## config.mk

```make
export PLATFORM = sky130hd
export DESIGN_NAME = acr_regs
export DESIGN_NICKNAME = d
export VERILOG_FILES = /design/src/acr_pkg.sv /design/src/acr_chan.sv /design/src/acr_regs.sv
export SDC_FILE = /design/constraint.sdc
export NUM_CORES = 1
export LEC_CHECK = 0
export BUFFER_PORTS_ARGS = -buffer_cell sky130_fd_sc_hd__buf_2
export CAP_MARGIN = 20
export CORE_UTILIZATION = 61
export DETAILED_ROUTE_END_ITERATION = 16
export MAX_ROUTING_LAYER = met4
export PLACE_DENSITY = 0.89
export SLEW_MARGIN = 20
export SYNTH_ARGS = -nofsm -noshare
export SYNTH_HDL_FRONTEND = slang
export SYNTH_SLANG_ARGS = --single-unit
```

## constraint.sdc

```tcl
create_clock -name clk_sys_in -period 9.35 [get_ports clk_sys_in]
set_input_delay 0.4675 -clock clk_sys_in [delete_from_list [all_inputs] [get_ports clk_sys_in]]
set_output_delay 0.4675 -clock clk_sys_in [all_outputs]
set_load 0.05 [all_outputs]
```

## src/acr_pkg.sv

```systemverilog
// acr_pkg: constants, field layouts and carrier types of the codec control register bank.
// assumes one 25 MHz system clock; shared by acr_regs and acr_chan.
package acr_pkg;

  // register offsets on the control port
  localparam logic [7:0] ADDR_ADC_CONTROL = 8'h01;
  localparam logic [7:0] ADDR_DAC_CONTROL = 8'h02;
  localparam logic [7:0] ADDR_LEFT_OUTPUT_VOLUME = 8'h03;
  localparam logic [7:0] ADDR_RIGHT_OUTPUT_VOLUME = 8'h04;
  localparam logic [7:0] ADDR_SERIAL_PORT_FORMAT = 8'h05;
  localparam logic [7:0] ADDR_CONVERTER_STATUS = 8'h06;
  localparam logic [7:0] ADDR_MASTER_CLOCK_RATIO = 8'h07;

  localparam logic [7:0] REG_RESET = 8'h00;

  // writable bits; the rest are reserved or read-only
  localparam logic [7:0] ADC_WMASK = 8'hfc;
  localparam logic [7:0] DAC_WMASK = 8'h7b;
  localparam logic [7:0] VOL_WMASK = 8'hff;
  localparam logic [7:0] SPF_WMASK = 8'h7f;
  localparam logic [7:0] MCK_WMASK = 8'h03;

  // adc_control fields
  localparam int ADC_SLEEP_BIT = 7;
  localparam int HP_BYPASS_R_BIT = 6;
  localparam int HP_BYPASS_L_BIT = 5;
  localparam int ADC_SILENCE_R_BIT = 4;
  localparam int ADC_SILENCE_L_BIT = 3;
  localparam int CAL_ON_RESET_BIT = 2;
  // dac_control fields
  localparam int ZERO_RUN_EN_BIT = 6;
  localparam int DAC_SILENCE_R_BIT = 5;
  localparam int DAC_SILENCE_L_BIT = 4;
  localparam int ZERO_CROSS_MODE_BIT = 3;
  localparam int RAMP_RATE_LSB = 0;
  // serial_port_format and master_clock_ratio fields
  localparam int TREBLE_CUT_LSB = 5;
  localparam int EDGE_SELECT_BIT = 4;
  localparam int OUT_LAYOUT_LSB = 2;
  localparam int IN_LAYOUT_LSB = 0;
  localparam int MCLK_RATIO_LSB = 0;

  // timing
  localparam longint CLK_HZ = 25_000_000;
  localparam longint CAL_TIME_MS = 50;
  localparam longint CAL_CYCLES = CLK_HZ / 1000 * CAL_TIME_MS;
  localparam int CLK_FAULT_CYCLES = 2048;
  localparam int ZERO_RUN_LEN = 512;
  localparam int ZERO_CROSS_TIMEOUT = 512;

  // volume coding
  localparam logic [7:0] VOL_MUTE_LIMIT = 8'he3;
  localparam logic [7:0] VOL_MUTE_CODE = 8'he4;

  localparam int SAMPLE_W = 24;

  typedef enum logic [1:0] {ACR_FMT_I2S, ACR_FMT_LEFT_JUST, ACR_FMT_RIGHT_24,
                            ACR_FMT_RIGHT_20} acr_fmt_t;
  typedef enum logic [1:0] {ACR_DEEMPH_44K1, ACR_DEEMPH_48K, ACR_DEEMPH_32K,
                            ACR_DEEMPH_OFF} acr_deemph_t;
  typedef enum logic [1:0] {ACR_MCLK_256FS, ACR_MCLK_384FS, ACR_MCLK_512FS,
                            ACR_MCLK_RSVD} acr_mclk_t;

  typedef struct packed {
    logic adc_sleep;
    logic highpass_bypass_right;
    logic highpass_bypass_left;
    logic adc_silence_right;
    logic adc_silence_left;
    acr_deemph_t treble_cut_filter_select;
    logic bit_clock_edge_select;
    acr_fmt_t serial_output_layout;
    acr_fmt_t serial_input_layout;
    acr_mclk_t master_clock_ratio_select;
  } acr_cfg_t;

  typedef struct packed {
    logic valid;
    logic [SAMPLE_W-1:0] data;
  } acr_samp_t;

endpackage

```

## src/acr_chan.sv

```systemverilog
// acr_chan: one dac channel's level tracker, zero-run detector and change-pending flag.
// assumes step and frame ticks are one-cycle pulses on clk_sys_in.
`timescale 1ns/10ps
module acr_chan #(
  parameter int ZR_LEN = acr_pkg::ZERO_RUN_LEN,
  parameter int ZC_TIMEOUT = acr_pkg::ZERO_CROSS_TIMEOUT
) (
  input wire logic clk_sys_in,
  input wire logic srst_in,
  input wire logic [7:0] vol_code_in,
  input wire logic vol_write_in,
  input wire logic force_mute_in,
  input wire logic zero_run_enable_in,
  input wire logic zero_cross_mode_in,
  input wire logic step_tick_in,
  input wire logic frame_tick_in,
  input wire acr_pkg::acr_samp_t samp_in,
  output logic [7:0] level_out,
  output logic pending_out
);
  logic [9:0] zrun, next_zrun;
  logic [9:0] zc_cnt, next_zc_cnt;
  logic prev_sign, next_prev_sign;
  logic [7:0] next_level;
  logic next_pending;
  logic samp_static, crossing, run_muted;
  logic [7:0] target;

  always_comb begin
    samp_static = (samp_in.data == '0) || (&samp_in.data);
    crossing = samp_in.valid && ((samp_in.data[acr_pkg::SAMPLE_W-1] != prev_sign) ||
                                 (samp_in.data == '0));
    run_muted = zero_run_enable_in && (zrun == 10'(ZR_LEN));
    if (force_mute_in || run_muted || (vol_code_in > acr_pkg::VOL_MUTE_LIMIT)) begin
      target = acr_pkg::VOL_MUTE_CODE;
    end else begin
      target = vol_code_in;
    end
    next_zrun = zrun;
    next_prev_sign = prev_sign;
    if (samp_in.valid) begin
      next_prev_sign = samp_in.data[acr_pkg::SAMPLE_W-1];
      if (!samp_static) begin
        next_zrun = '0;
      end else if (zrun != 10'(ZR_LEN)) begin
        next_zrun = zrun + 10'd1;
      end
    end
    next_zc_cnt = zc_cnt;
    if (level_out == target) begin
      next_zc_cnt = '0;
    end else if (frame_tick_in && zc_cnt != 10'(ZC_TIMEOUT)) begin
      next_zc_cnt = zc_cnt + 10'd1;
    end
    next_level = level_out;
    if (level_out != target) begin
      if (zero_cross_mode_in) begin
        // jump in one step at a crossing, or after the timeout
        if (crossing || zc_cnt == 10'(ZC_TIMEOUT)) begin
          next_level = target;
        end
      end else if (step_tick_in) begin
        next_level = (level_out < target) ? level_out + 8'd1 : level_out - 8'd1;
      end
    end
    // a new write wins over the clear
    if (vol_write_in) begin
      next_pending = 1'b1;
    end else if (level_out == target) begin
      next_pending = 1'b0;
    end else begin
      next_pending = pending_out;
    end
  end

  always_ff @(posedge clk_sys_in) begin
    if (srst_in) begin
      zrun <= '0;
      zc_cnt <= '0;
      prev_sign <= 1'b0;
      level_out <= 8'h00;
      pending_out <= 1'b0;
    end else begin
      zrun <= next_zrun;
      zc_cnt <= next_zc_cnt;
      prev_sign <= next_prev_sign;
      level_out <= next_level;
      pending_out <= next_pending;
    end
  end
endmodule

```

## src/acr_regs.sv

```systemverilog
// acr_regs: control and status register bank of the stereo codec.
// assumes the control port decoder (i2c or spi) delivers byte reads and writes on clk_sys_in;
// pins spi_mode, frame clock and codec reset line come from outside and are synchronised here.
`timescale 1ns/10ps
module acr_regs #(
  parameter longint CAL_CYCLES = acr_pkg::CAL_CYCLES,
  parameter int CLK_FAULT_CYCLES = acr_pkg::CLK_FAULT_CYCLES
) (
  input wire logic clk_sys_in,
  input wire logic srst_in,
  input wire logic reset_line_n_in,
  input wire logic spi_mode_in,
  input wire logic frame_clock_in,
  input wire logic [7:0] reg_addr_in,
  input wire logic [7:0] reg_wdata_in,
  input wire logic reg_write_in,
  input wire logic reg_read_in,
  input wire acr_pkg::acr_samp_t left_samp_in,
  input wire acr_pkg::acr_samp_t right_samp_in,
  input wire logic [2:0] peak_meter_left_in,
  input wire logic [2:0] peak_meter_right_in,
  input wire logic peak_valid_in,
  output logic [7:0] reg_rdata_out,
  output logic reg_rvalid_out,
  output acr_pkg::acr_cfg_t cfg_out,
  output logic [7:0] left_level_out,
  output logic [7:0] right_level_out,
  output logic offset_trim_running_out,
  output logic clock_fault_flag_out
);
  localparam int CAL_W = $clog2(CAL_CYCLES + 1);
  localparam int FLT_W = $clog2(CLK_FAULT_CYCLES + 1);

  // larger code means a louder peak, so the sticky value keeps the maximum
  function automatic logic [2:0] peak_max(input logic [2:0] a, input logic [2:0] b);
    peak_max = (a > b) ? a : b;
  endfunction

  function automatic logic [5:0] step_div(input logic [1:0] rate);
    case (rate)
      2'b00: step_div = 6'h08;
      2'b01: step_div = 6'h04;
      2'b10: step_div = 6'h10;
      default: step_div = 6'h20;
    endcase
  endfunction

  function automatic logic [7:0] masked(input logic [7:0] old, input logic [7:0] wd,
                                        input logic [7:0] mask);
    masked = (wd & mask) | (old & ~mask);
  endfunction

  // ---- pin synchronisers: stage 1 feeds only stage 2
  logic [2:0] sync1, sync2, next_sync1, next_sync2;
  logic frame_d, rstl_d, next_frame_d, next_rstl_d;
  logic spi_mode, frame_rise, frame_edge, rstl_rise;

  always_comb begin
    next_sync1 = {spi_mode_in, frame_clock_in, reset_line_n_in};
    next_sync2 = sync1;
    next_frame_d = sync2[1];
    next_rstl_d = sync2[0];
    spi_mode = sync2[2];
    frame_rise = sync2[1] && !frame_d;
    frame_edge = sync2[1] != frame_d;
    rstl_rise = sync2[0] && !rstl_d;
  end

  always_ff @(posedge clk_sys_in) begin
    if (srst_in) begin
      sync1 <= 3'h1;
      sync2 <= 3'h1;
      frame_d <= 1'b0;
      rstl_d <= 1'b1;
    end else begin
      sync1 <= next_sync1;
      sync2 <= next_sync2;
      frame_d <= next_frame_d;
      rstl_d <= next_rstl_d;
    end
  end

  // ---- registers
  logic [7:0] adc_control, dac_control, left_output_volume, right_output_volume;
  logic [7:0] serial_port_format, master_clock_ratio;
  logic [7:0] next_adc_control, next_dac_control, next_left_output_volume;
  logic [7:0] next_right_output_volume, next_serial_port_format, next_master_clock_ratio;
  logic wr_left_vol, wr_right_vol;

  // writes are taken in both control port modes
  always_comb begin
    next_adc_control = adc_control;
    next_dac_control = dac_control;
    next_left_output_volume = left_output_volume;
    next_right_output_volume = right_output_volume;
    next_serial_port_format = serial_port_format;
    next_master_clock_ratio = master_clock_ratio;
    wr_left_vol = 1'b0;
    wr_right_vol = 1'b0;
    if (reg_write_in) begin
      case (reg_addr_in)
        acr_pkg::ADDR_ADC_CONTROL: begin
          next_adc_control = masked(adc_control, reg_wdata_in, acr_pkg::ADC_WMASK);
        end
        acr_pkg::ADDR_DAC_CONTROL: begin
          next_dac_control = masked(dac_control, reg_wdata_in, acr_pkg::DAC_WMASK);
        end
        acr_pkg::ADDR_LEFT_OUTPUT_VOLUME: begin
          next_left_output_volume = masked(left_output_volume, reg_wdata_in,
                                           acr_pkg::VOL_WMASK);
          wr_left_vol = 1'b1;
        end
        acr_pkg::ADDR_RIGHT_OUTPUT_VOLUME: begin
          next_right_output_volume = masked(right_output_volume, reg_wdata_in,
                                            acr_pkg::VOL_WMASK);
          wr_right_vol = 1'b1;
        end
        acr_pkg::ADDR_SERIAL_PORT_FORMAT: begin
          next_serial_port_format = masked(serial_port_format, reg_wdata_in,
                                           acr_pkg::SPF_WMASK);
        end
        acr_pkg::ADDR_MASTER_CLOCK_RATIO: begin
          next_master_clock_ratio = masked(master_clock_ratio, reg_wdata_in,
                                           acr_pkg::MCK_WMASK);
        end
        default: begin
        end
      endcase
    end
  end

  always_ff @(posedge clk_sys_in) begin
    if (srst_in) begin
      adc_control <= acr_pkg::REG_RESET;
      dac_control <= acr_pkg::REG_RESET;
      left_output_volume <= acr_pkg::REG_RESET;
      right_output_volume <= acr_pkg::REG_RESET;
      serial_port_format <= acr_pkg::REG_RESET;
      master_clock_ratio <= acr_pkg::REG_RESET;
    end else begin
      adc_control <= next_adc_control;
      dac_control <= next_dac_control;
      left_output_volume <= next_left_output_volume;
      right_output_volume <= next_right_output_volume;
      serial_port_format <= next_serial_port_format;
      master_clock_ratio <= next_master_clock_ratio;
    end
  end

  // configuration outputs are the register bits themselves
  always_comb begin
    cfg_out.adc_sleep = adc_control[acr_pkg::ADC_SLEEP_BIT];
    cfg_out.highpass_bypass_right = adc_control[acr_pkg::HP_BYPASS_R_BIT];
    cfg_out.highpass_bypass_left = adc_control[acr_pkg::HP_BYPASS_L_BIT];
    cfg_out.adc_silence_right = adc_control[acr_pkg::ADC_SILENCE_R_BIT];
    cfg_out.adc_silence_left = adc_control[acr_pkg::ADC_SILENCE_L_BIT];
    cfg_out.treble_cut_filter_select =
      acr_pkg::acr_deemph_t'(serial_port_format[acr_pkg::TREBLE_CUT_LSB +: 2]);
    cfg_out.bit_clock_edge_select = serial_port_format[acr_pkg::EDGE_SELECT_BIT];
    cfg_out.serial_output_layout =
      acr_pkg::acr_fmt_t'(serial_port_format[acr_pkg::OUT_LAYOUT_LSB +: 2]);
    cfg_out.serial_input_layout =
      acr_pkg::acr_fmt_t'(serial_port_format[acr_pkg::IN_LAYOUT_LSB +: 2]);
    // only meaningful in master mode; slave mode logic ignores it
    cfg_out.master_clock_ratio_select =
      acr_pkg::acr_mclk_t'(master_clock_ratio[acr_pkg::MCLK_RATIO_LSB +: 2]);
  end

  // ---- ramp step pacing from frame clock periods
  logic [5:0] frame_cnt, next_frame_cnt;
  logic step_tick;

  always_comb begin
    step_tick = 1'b0;
    next_frame_cnt = frame_cnt;
    if (frame_rise) begin
      if (frame_cnt >= step_div(dac_control[acr_pkg::RAMP_RATE_LSB +: 2]) - 6'd1) begin
        next_frame_cnt = '0;
        step_tick = 1'b1;
      end else begin
        next_frame_cnt = frame_cnt + 6'd1;
      end
    end
  end

  always_ff @(posedge clk_sys_in) begin
    if (srst_in) begin
      frame_cnt <= '0;
    end else begin
      frame_cnt <= next_frame_cnt;
    end
  end

  // ---- offset trim and clock fault
  logic [CAL_W-1:0] cal_cnt, next_cal_cnt;
  logic next_trim_running;
  logic [FLT_W-1:0] flt_cnt, next_flt_cnt;
  logic next_fault;

  always_comb begin
    next_cal_cnt = cal_cnt;
    next_trim_running = offset_trim_running_out;
    if (rstl_rise && adc_control[acr_pkg::CAL_ON_RESET_BIT]) begin
      next_cal_cnt = '0;
      next_trim_running = 1'b1;
    end else if (offset_trim_running_out) begin
      if (cal_cnt == CAL_W'(CAL_CYCLES - 1)) begin
        next_trim_running = 1'b0;
      end else begin
        next_cal_cnt = cal_cnt + 1'b1;
      end
    end
    // a frame clock that stops for too long counts as a clocking error
    if (frame_edge) begin
      next_flt_cnt = '0;
    end else if (flt_cnt != FLT_W'(CLK_FAULT_CYCLES)) begin
      next_flt_cnt = flt_cnt + 1'b1;
    end else begin
      next_flt_cnt = flt_cnt;
    end
    next_fault = (next_flt_cnt == FLT_W'(CLK_FAULT_CYCLES));
  end

  always_ff @(posedge clk_sys_in) begin
    if (srst_in) begin
      cal_cnt <= '0;
      offset_trim_running_out <= 1'b1;
      flt_cnt <= '0;
      clock_fault_flag_out <= 1'b0;
    end else begin
      cal_cnt <= next_cal_cnt;
      offset_trim_running_out <= next_trim_running;
      flt_cnt <= next_flt_cnt;
      clock_fault_flag_out <= next_fault;
    end
  end

  // ---- dac channels
  logic pending_left, pending_right;

  acr_chan u_left (
    .clk_sys_in(clk_sys_in),
    .srst_in(srst_in),
    .vol_code_in(left_output_volume),
    .vol_write_in(wr_left_vol),
    .force_mute_in(dac_control[acr_pkg::DAC_SILENCE_L_BIT]),
    .zero_run_enable_in(dac_control[acr_pkg::ZERO_RUN_EN_BIT]),
    .zero_cross_mode_in(dac_control[acr_pkg::ZERO_CROSS_MODE_BIT]),
    .step_tick_in(step_tick),
    .frame_tick_in(frame_rise),
    .samp_in(left_samp_in),
    .level_out(left_level_out),
    .pending_out(pending_left)
  );

  acr_chan u_right (
    .clk_sys_in(clk_sys_in),
    .srst_in(srst_in),
    .vol_code_in(right_output_volume),
    .vol_write_in(wr_right_vol),
    .force_mute_in(dac_control[acr_pkg::DAC_SILENCE_R_BIT]),
    .zero_run_enable_in(dac_control[acr_pkg::ZERO_RUN_EN_BIT]),
    .zero_cross_mode_in(dac_control[acr_pkg::ZERO_CROSS_MODE_BIT]),
    .step_tick_in(step_tick),
    .frame_tick_in(frame_rise),
    .samp_in(right_samp_in),
    .level_out(right_level_out),
    .pending_out(pending_right)
  );

  // ---- peak meters and read path
  logic [2:0] peak_left, peak_right, next_peak_left, next_peak_right;
  logic [7:0] next_rdata;
  logic next_rvalid, read_ok, status_read;

  always_comb begin
    // spi mode has no readback: the request is dropped without an answer
    read_ok = reg_read_in && !spi_mode;
    status_read = read_ok && (reg_addr_in == acr_pkg::ADDR_CONVERTER_STATUS);
    next_peak_left = status_read ? 3'h0 : peak_left;
    next_peak_right = status_read ? 3'h0 : peak_right;
    // a peak arriving with the clearing read is kept
    if (peak_valid_in) begin
      next_peak_left = peak_max(next_peak_left, peak_meter_left_in);
      next_peak_right = peak_max(next_peak_right, peak_meter_right_in);
    end
    next_rvalid = read_ok;
    next_rdata = 8'h00;
    if (read_ok) begin
      case (reg_addr_in)
        acr_pkg::ADDR_ADC_CONTROL: begin
          next_rdata = {adc_control[7:2], offset_trim_running_out, clock_fault_flag_out};
        end
        acr_pkg::ADDR_DAC_CONTROL: next_rdata = dac_control;
        acr_pkg::ADDR_LEFT_OUTPUT_VOLUME: next_rdata = left_output_volume;
        acr_pkg::ADDR_RIGHT_OUTPUT_VOLUME: next_rdata = right_output_volume;
        acr_pkg::ADDR_SERIAL_PORT_FORMAT: next_rdata = serial_port_format;
        acr_pkg::ADDR_CONVERTER_STATUS: begin
          next_rdata = {pending_right, pending_left, peak_right, peak_left};
        end
        acr_pkg::ADDR_MASTER_CLOCK_RATIO: next_rdata = master_clock_ratio;
        default: next_rdata = 8'h00;
      endcase
    end
  end

  always_ff @(posedge clk_sys_in) begin
    if (srst_in) begin
      peak_left <= 3'h0;
      peak_right <= 3'h0;
      reg_rdata_out <= 8'h00;
      reg_rvalid_out <= 1'b0;
    end else begin
      peak_left <= next_peak_left;
      peak_right <= next_peak_right;
      reg_rdata_out <= next_rdata;
      reg_rvalid_out <= next_rvalid;
    end
  end
endmodule

```

==> metrics.md <==
| Metric | Value |
|---|---|
| Flop and latch count out of synthesis | roughly 160 |
| Die H | roughly 120 um |
| Leading area contributor after synthesis | dfxtp_1 |
| GRT met2 Usage | 49.3% |
| Later-pin clock latency in the skew report | approximately 430 ps |
| Post-DP Area | 9310 um^2 |
| Met1 Track Usage GR | between 30% and 40% |
| Via count | around 8000 |
| Reg2reg end | u_right.level_out[6] |
| # IOs | 121 |
| Hpwl dp | between 10000 and 15000 um |
| Relative slew margins | between 30 and 40% |
| Switching share of power | roughly a quarter |
| Syn Nets | about 1200 |
| CP delay by family, top | compound AO/OA/AOI/OAI gates |
| Sw Pwr | 353 uW |
| Post-synth ARST share | 0% |
| Combinational share of power | approximately 5.8% |
| Clock Power Share | between 40% and 50% |
| Global-route track usage on met3 | under 10% |
| RSZ-0062 raised after global routing | no |
| Fin nets | 1258 |
| WL final | ~22000 um |
| Worst reg2reg path depth | 17 |
| Post-layout min period | 4290 ps |
| DRC viols | 0 |
| Largest net degree at the start of global routing | 84 |
| Post-CTS sizing | 0 |
| Gr busiest metal | met2 |
| Cts bufs inserted | 17 |
| Leakage | 3.87 nW |
| Cell Area, Synth | 8710 um^2 |
| Post-synthesis mux area share | between 2 and 2.5% |
| Worst slew pin tran | around 900 ps |
| GRT Total Usage | around 31% |
| PD cells | ~150 nW/um^2 |
| Hold EP | next_sync2[2] |
| Fin. Hold Viols | 0 |
| Sequential share of power | approximately 47% |
| Number of global-route vias before repair | roughly 7300 |
| Post-CTS setup buffers | 0 |
| Startpoint types | flop |
| Area of the multi-input gates | between 5000 and 6000 um^2 |
| Main flop type after synthesis | dfxtp_1 |
| Placer Congestion | between 0.8 and 0.9 |
| Clock Root Buffer | clkbuf_16 |
| Post-synth EDFFs | 0 |
| CP max-delay cell | fa_1 |
| Clock Skew | ~13 ps |
| Compound-Gate Fraction of Synth Area | between 10% and 20% |
| Setup violators final | 0 |
| Adder-Cell Fraction of Synth Area | 7.93% |
| First-pass GRT wire length | ~35000 um |
| Area delta synth->final | 13.7% |
| Grt ovf | 0 |
| Die area | around 15000 um^2 |
| WS Path Type | reg -> reg |
| TritonRoute pass-1 iters | 7 |
| Clock Path Buffers | 2 |
| # rows | 43 |
| CORE AREA | roughly 14000 um^2 |
| Synth Warn # | 0 |
| Initial antenna violation count | 0 |
| Synth Area per Inst | between 8 and 9 um^2 |
| Hold_sp | spi_mode_in |
| CP Cell Sequence | inv_1 -> ha_1 -> and2_1 -> a41o_2 -> a41oi_4 -> nand2_1 -> ha_1 -> a21oi_1 -> a31oi_1 -> a211o_1 -> fa_1 -> a21oi_1 -> o21ai_0 -> o21a_1 -> o21a_1 -> o31a_1 -> a211oi_2 |
| Max stage delay on crit path | roughly 460 ps |
| Final Power | about 1.5 mW |
| Synth cell types | a little under 80 |
| # Max-Cap Violations | 0 |
| Sequential fraction of the synthesis area | between 30 and 40% |
| Synth top area cells | dfxtp_1 37%, ha_1 7.5%, nor2_1 5.6%, xor2_1 5.2%, nand2_1 4.3% |
| FF-to-FF Start | u_right.zrun[0] |
| Avg Vias per Cell | between 6 and 7 |
| Reg clk slew, reported paths | about 60 ps |
| 1st-iter DRT viols | 745 |
| Diode count | 0 |
| Cts hold-fix bufs | 0 |
| Cell with the most instances after synthesis | dfxtp_1 |
| Gate Count Post-Synth | about 1000 |
| Class of the worst hold path | in -> reg |
| Hold path depth | 2 |
| Peak supply drop | 0.160 mV |
| Design area | 9900 um^2 |
| Wirelength per Cell | 16.4 um |
| Critical path data arrival time | roughly 4600 ps |
| Status | complete, no violations |
| Slew Limit Fails | 0 |
| PortBufs | 120 |
| Synth cell count leaders | 161 x dfxtp_1, 130 x nor2_1, 99 x nand2_1 |
| H-tree levels | 4 |
| CP max FO | 9 |
| Ratio of cells with drive above 1 in the final layout | ~17% |
| Sequential cell area | between 3000 and 4000 um^2 |
| Initial Util | a little over three fifths |
| XOR/XNOR share of the synthesized area | between 7 and 8% |
| Fillers | between 1000 and 1500 |
| Setup TNS | 0 ps |
| CP Capture Type | flop |
| Buf/Inv on CP | 1 |
| TritonCTS clock tree | yes |
| Synth top area share | about 37% |
| Worst R2R Setup Slack | slightly above 5000 ps |
| Final antenna-violating net count | 0 |
| Worst path required time | 9700 ps |
| Final period util | approximately 46% |
| Max Freq | 233 MHz |
| Post-Synth Simple-Gate Area | about a quarter |
| Die extent in x | ~120 um |
| Internal power | between 1 and 1.5 mW |
| Combinational family with the most area after synthesis | simple AND/OR/NAND/NOR gates |
| Sink Count | 161 |
registers in the layout, summed over array words and instances (netlist names), 10 cells and up:
name / cells
flt_cnt: 12
u_left.zc_cnt: 10
u_right.zrun: 10
u_right.zc_cnt: 10
u_left.zrun: 10
cal_cnt: 21
power groups by stage:
stage / sequential (mW) / combinational (mW) / clock [mW]
floorplan: 0.714 / 0.0492 / 0
global placement: 0.714 / 0.0806 / 0
detailed placement: 0.714 / 0.0833 / 0
CTS: 0.699 / 0.0842 / 0.697
global route: 0.699 / 0.0938 / 0.730
finish: 0.699 / 0.0850 / 0.694
metrics by stage:
step / utilization (%) / setup WS [ps] / hold WS, ps / cells
3_3_place_gp: 67.1 / 5270 / 404 / 1285
2_1_floorplan: - / 5510 / 389 / 1029
6_report: 71.4 / 5060 / 245 / 1317
3_5_place_dp: 67.1 / 5120 / 410 / 1285
5_1_grt: 71.4 / 4840 / 237 / 1317
4_1_cts: 71.3 / 5080 / 226 / 1317
worst reg2reg max path, cell delays in order (launching register included):
cell	delay (ps)
dfxtp_1	390
inv_1	60
ha_1	190
and2_1	170
a41o_2	290
a41oi_4	310
nand2_1	100
ha_1	330
a21oi_1	150
a31oi_1	110
a211o_1	430
fa_1	460
a21oi_1	190
o21ai_0	160
o21a_1	220
o21a_1	180
o31a_1	290
a211oi_2	200
worst max path at each step:
stage	startpoint	to	cells after the start	slack [ps]
5_1_grt	u_right.zrun[0]	u_right.level_out[6]	17	4840
6_report	u_right.zrun[0]	u_right.level_out[6]	17	5060
4_1_cts	u_left.zrun[0]	u_left.level_out[6]	17	5080
3_5_place_dp	u_left.zrun[0]	u_left.level_out[6]	17	5120
2_1_floorplan	u_left.zrun[0]	u_left.level_out[6]	17	5510
3_3_place_gp	u_left.zrun[0]	u_left.level_out[6]	17	5270
cells in the final DEF, fill, tap and decap left out, types with 3 or more instances in the layout:
master	netlist	layout
a211oi_1	7	7
a211oi_2	6	6
a21o_1	7	7
a21oi_1	73	73
a22oi_1	13	13
a31oi_1	15	15
and2_1	17	17
and3_1	18	18
buf_2	6	120
clkbuf_16	0	17
clkinv_4	0	3
dfxtp_1	161	160
ha_1	52	52
inv_1	31	31
inv_6	0	5
mux2_2	4	4
mux2i_1	15	15
nand2_1	99	99
nand2b_1	6	6
nand3_1	68	68
nand4_1	38	38
nor2_1	130	130
nor2b_1	14	14
nor3_1	12	12
nor4_1	18	18
o21a_1	7	7
o21ai_0	20	20
o21bai_1	3	3
o2bb2ai_1	3	3
or2_2	6	6
or3_1	8	8
xnor2_1	23	23
xor2_1	52	52
per-layer routing:
metal	vias up	wire length, um	part of all wire [%]
met5	-	0	0
met4	0	692	3.2
met3	78	1640	7.6
met2	360	10100	47
met1	3725	9100	42
li1	3853	-	-
cell families (layout without fill, tap and decap cells):
| logic type | count (synthesis) | after routing |
|---|---|---|
| compound gates | 185 | 185 |
| xor+xnor | 75 | 75 |
| fa+ha+maj | 54 | 54 |
| buf+inv | 77 | 185 |
| flops | 161 | 161 |
| mux | 19 | 19 |
| simple gates | 458 | 458 |
layout make-up:
type                    instances  area share [%]
clock inverters                13            1.52
well taps                     180            2.27
clock buffers                  19            4.37
repair buffers                122            6.22
inverters                      31            1.17
flip-flops and latches        161            32.6
multi-input cells             791            51.9
Power figures use the tool's default switching activity.
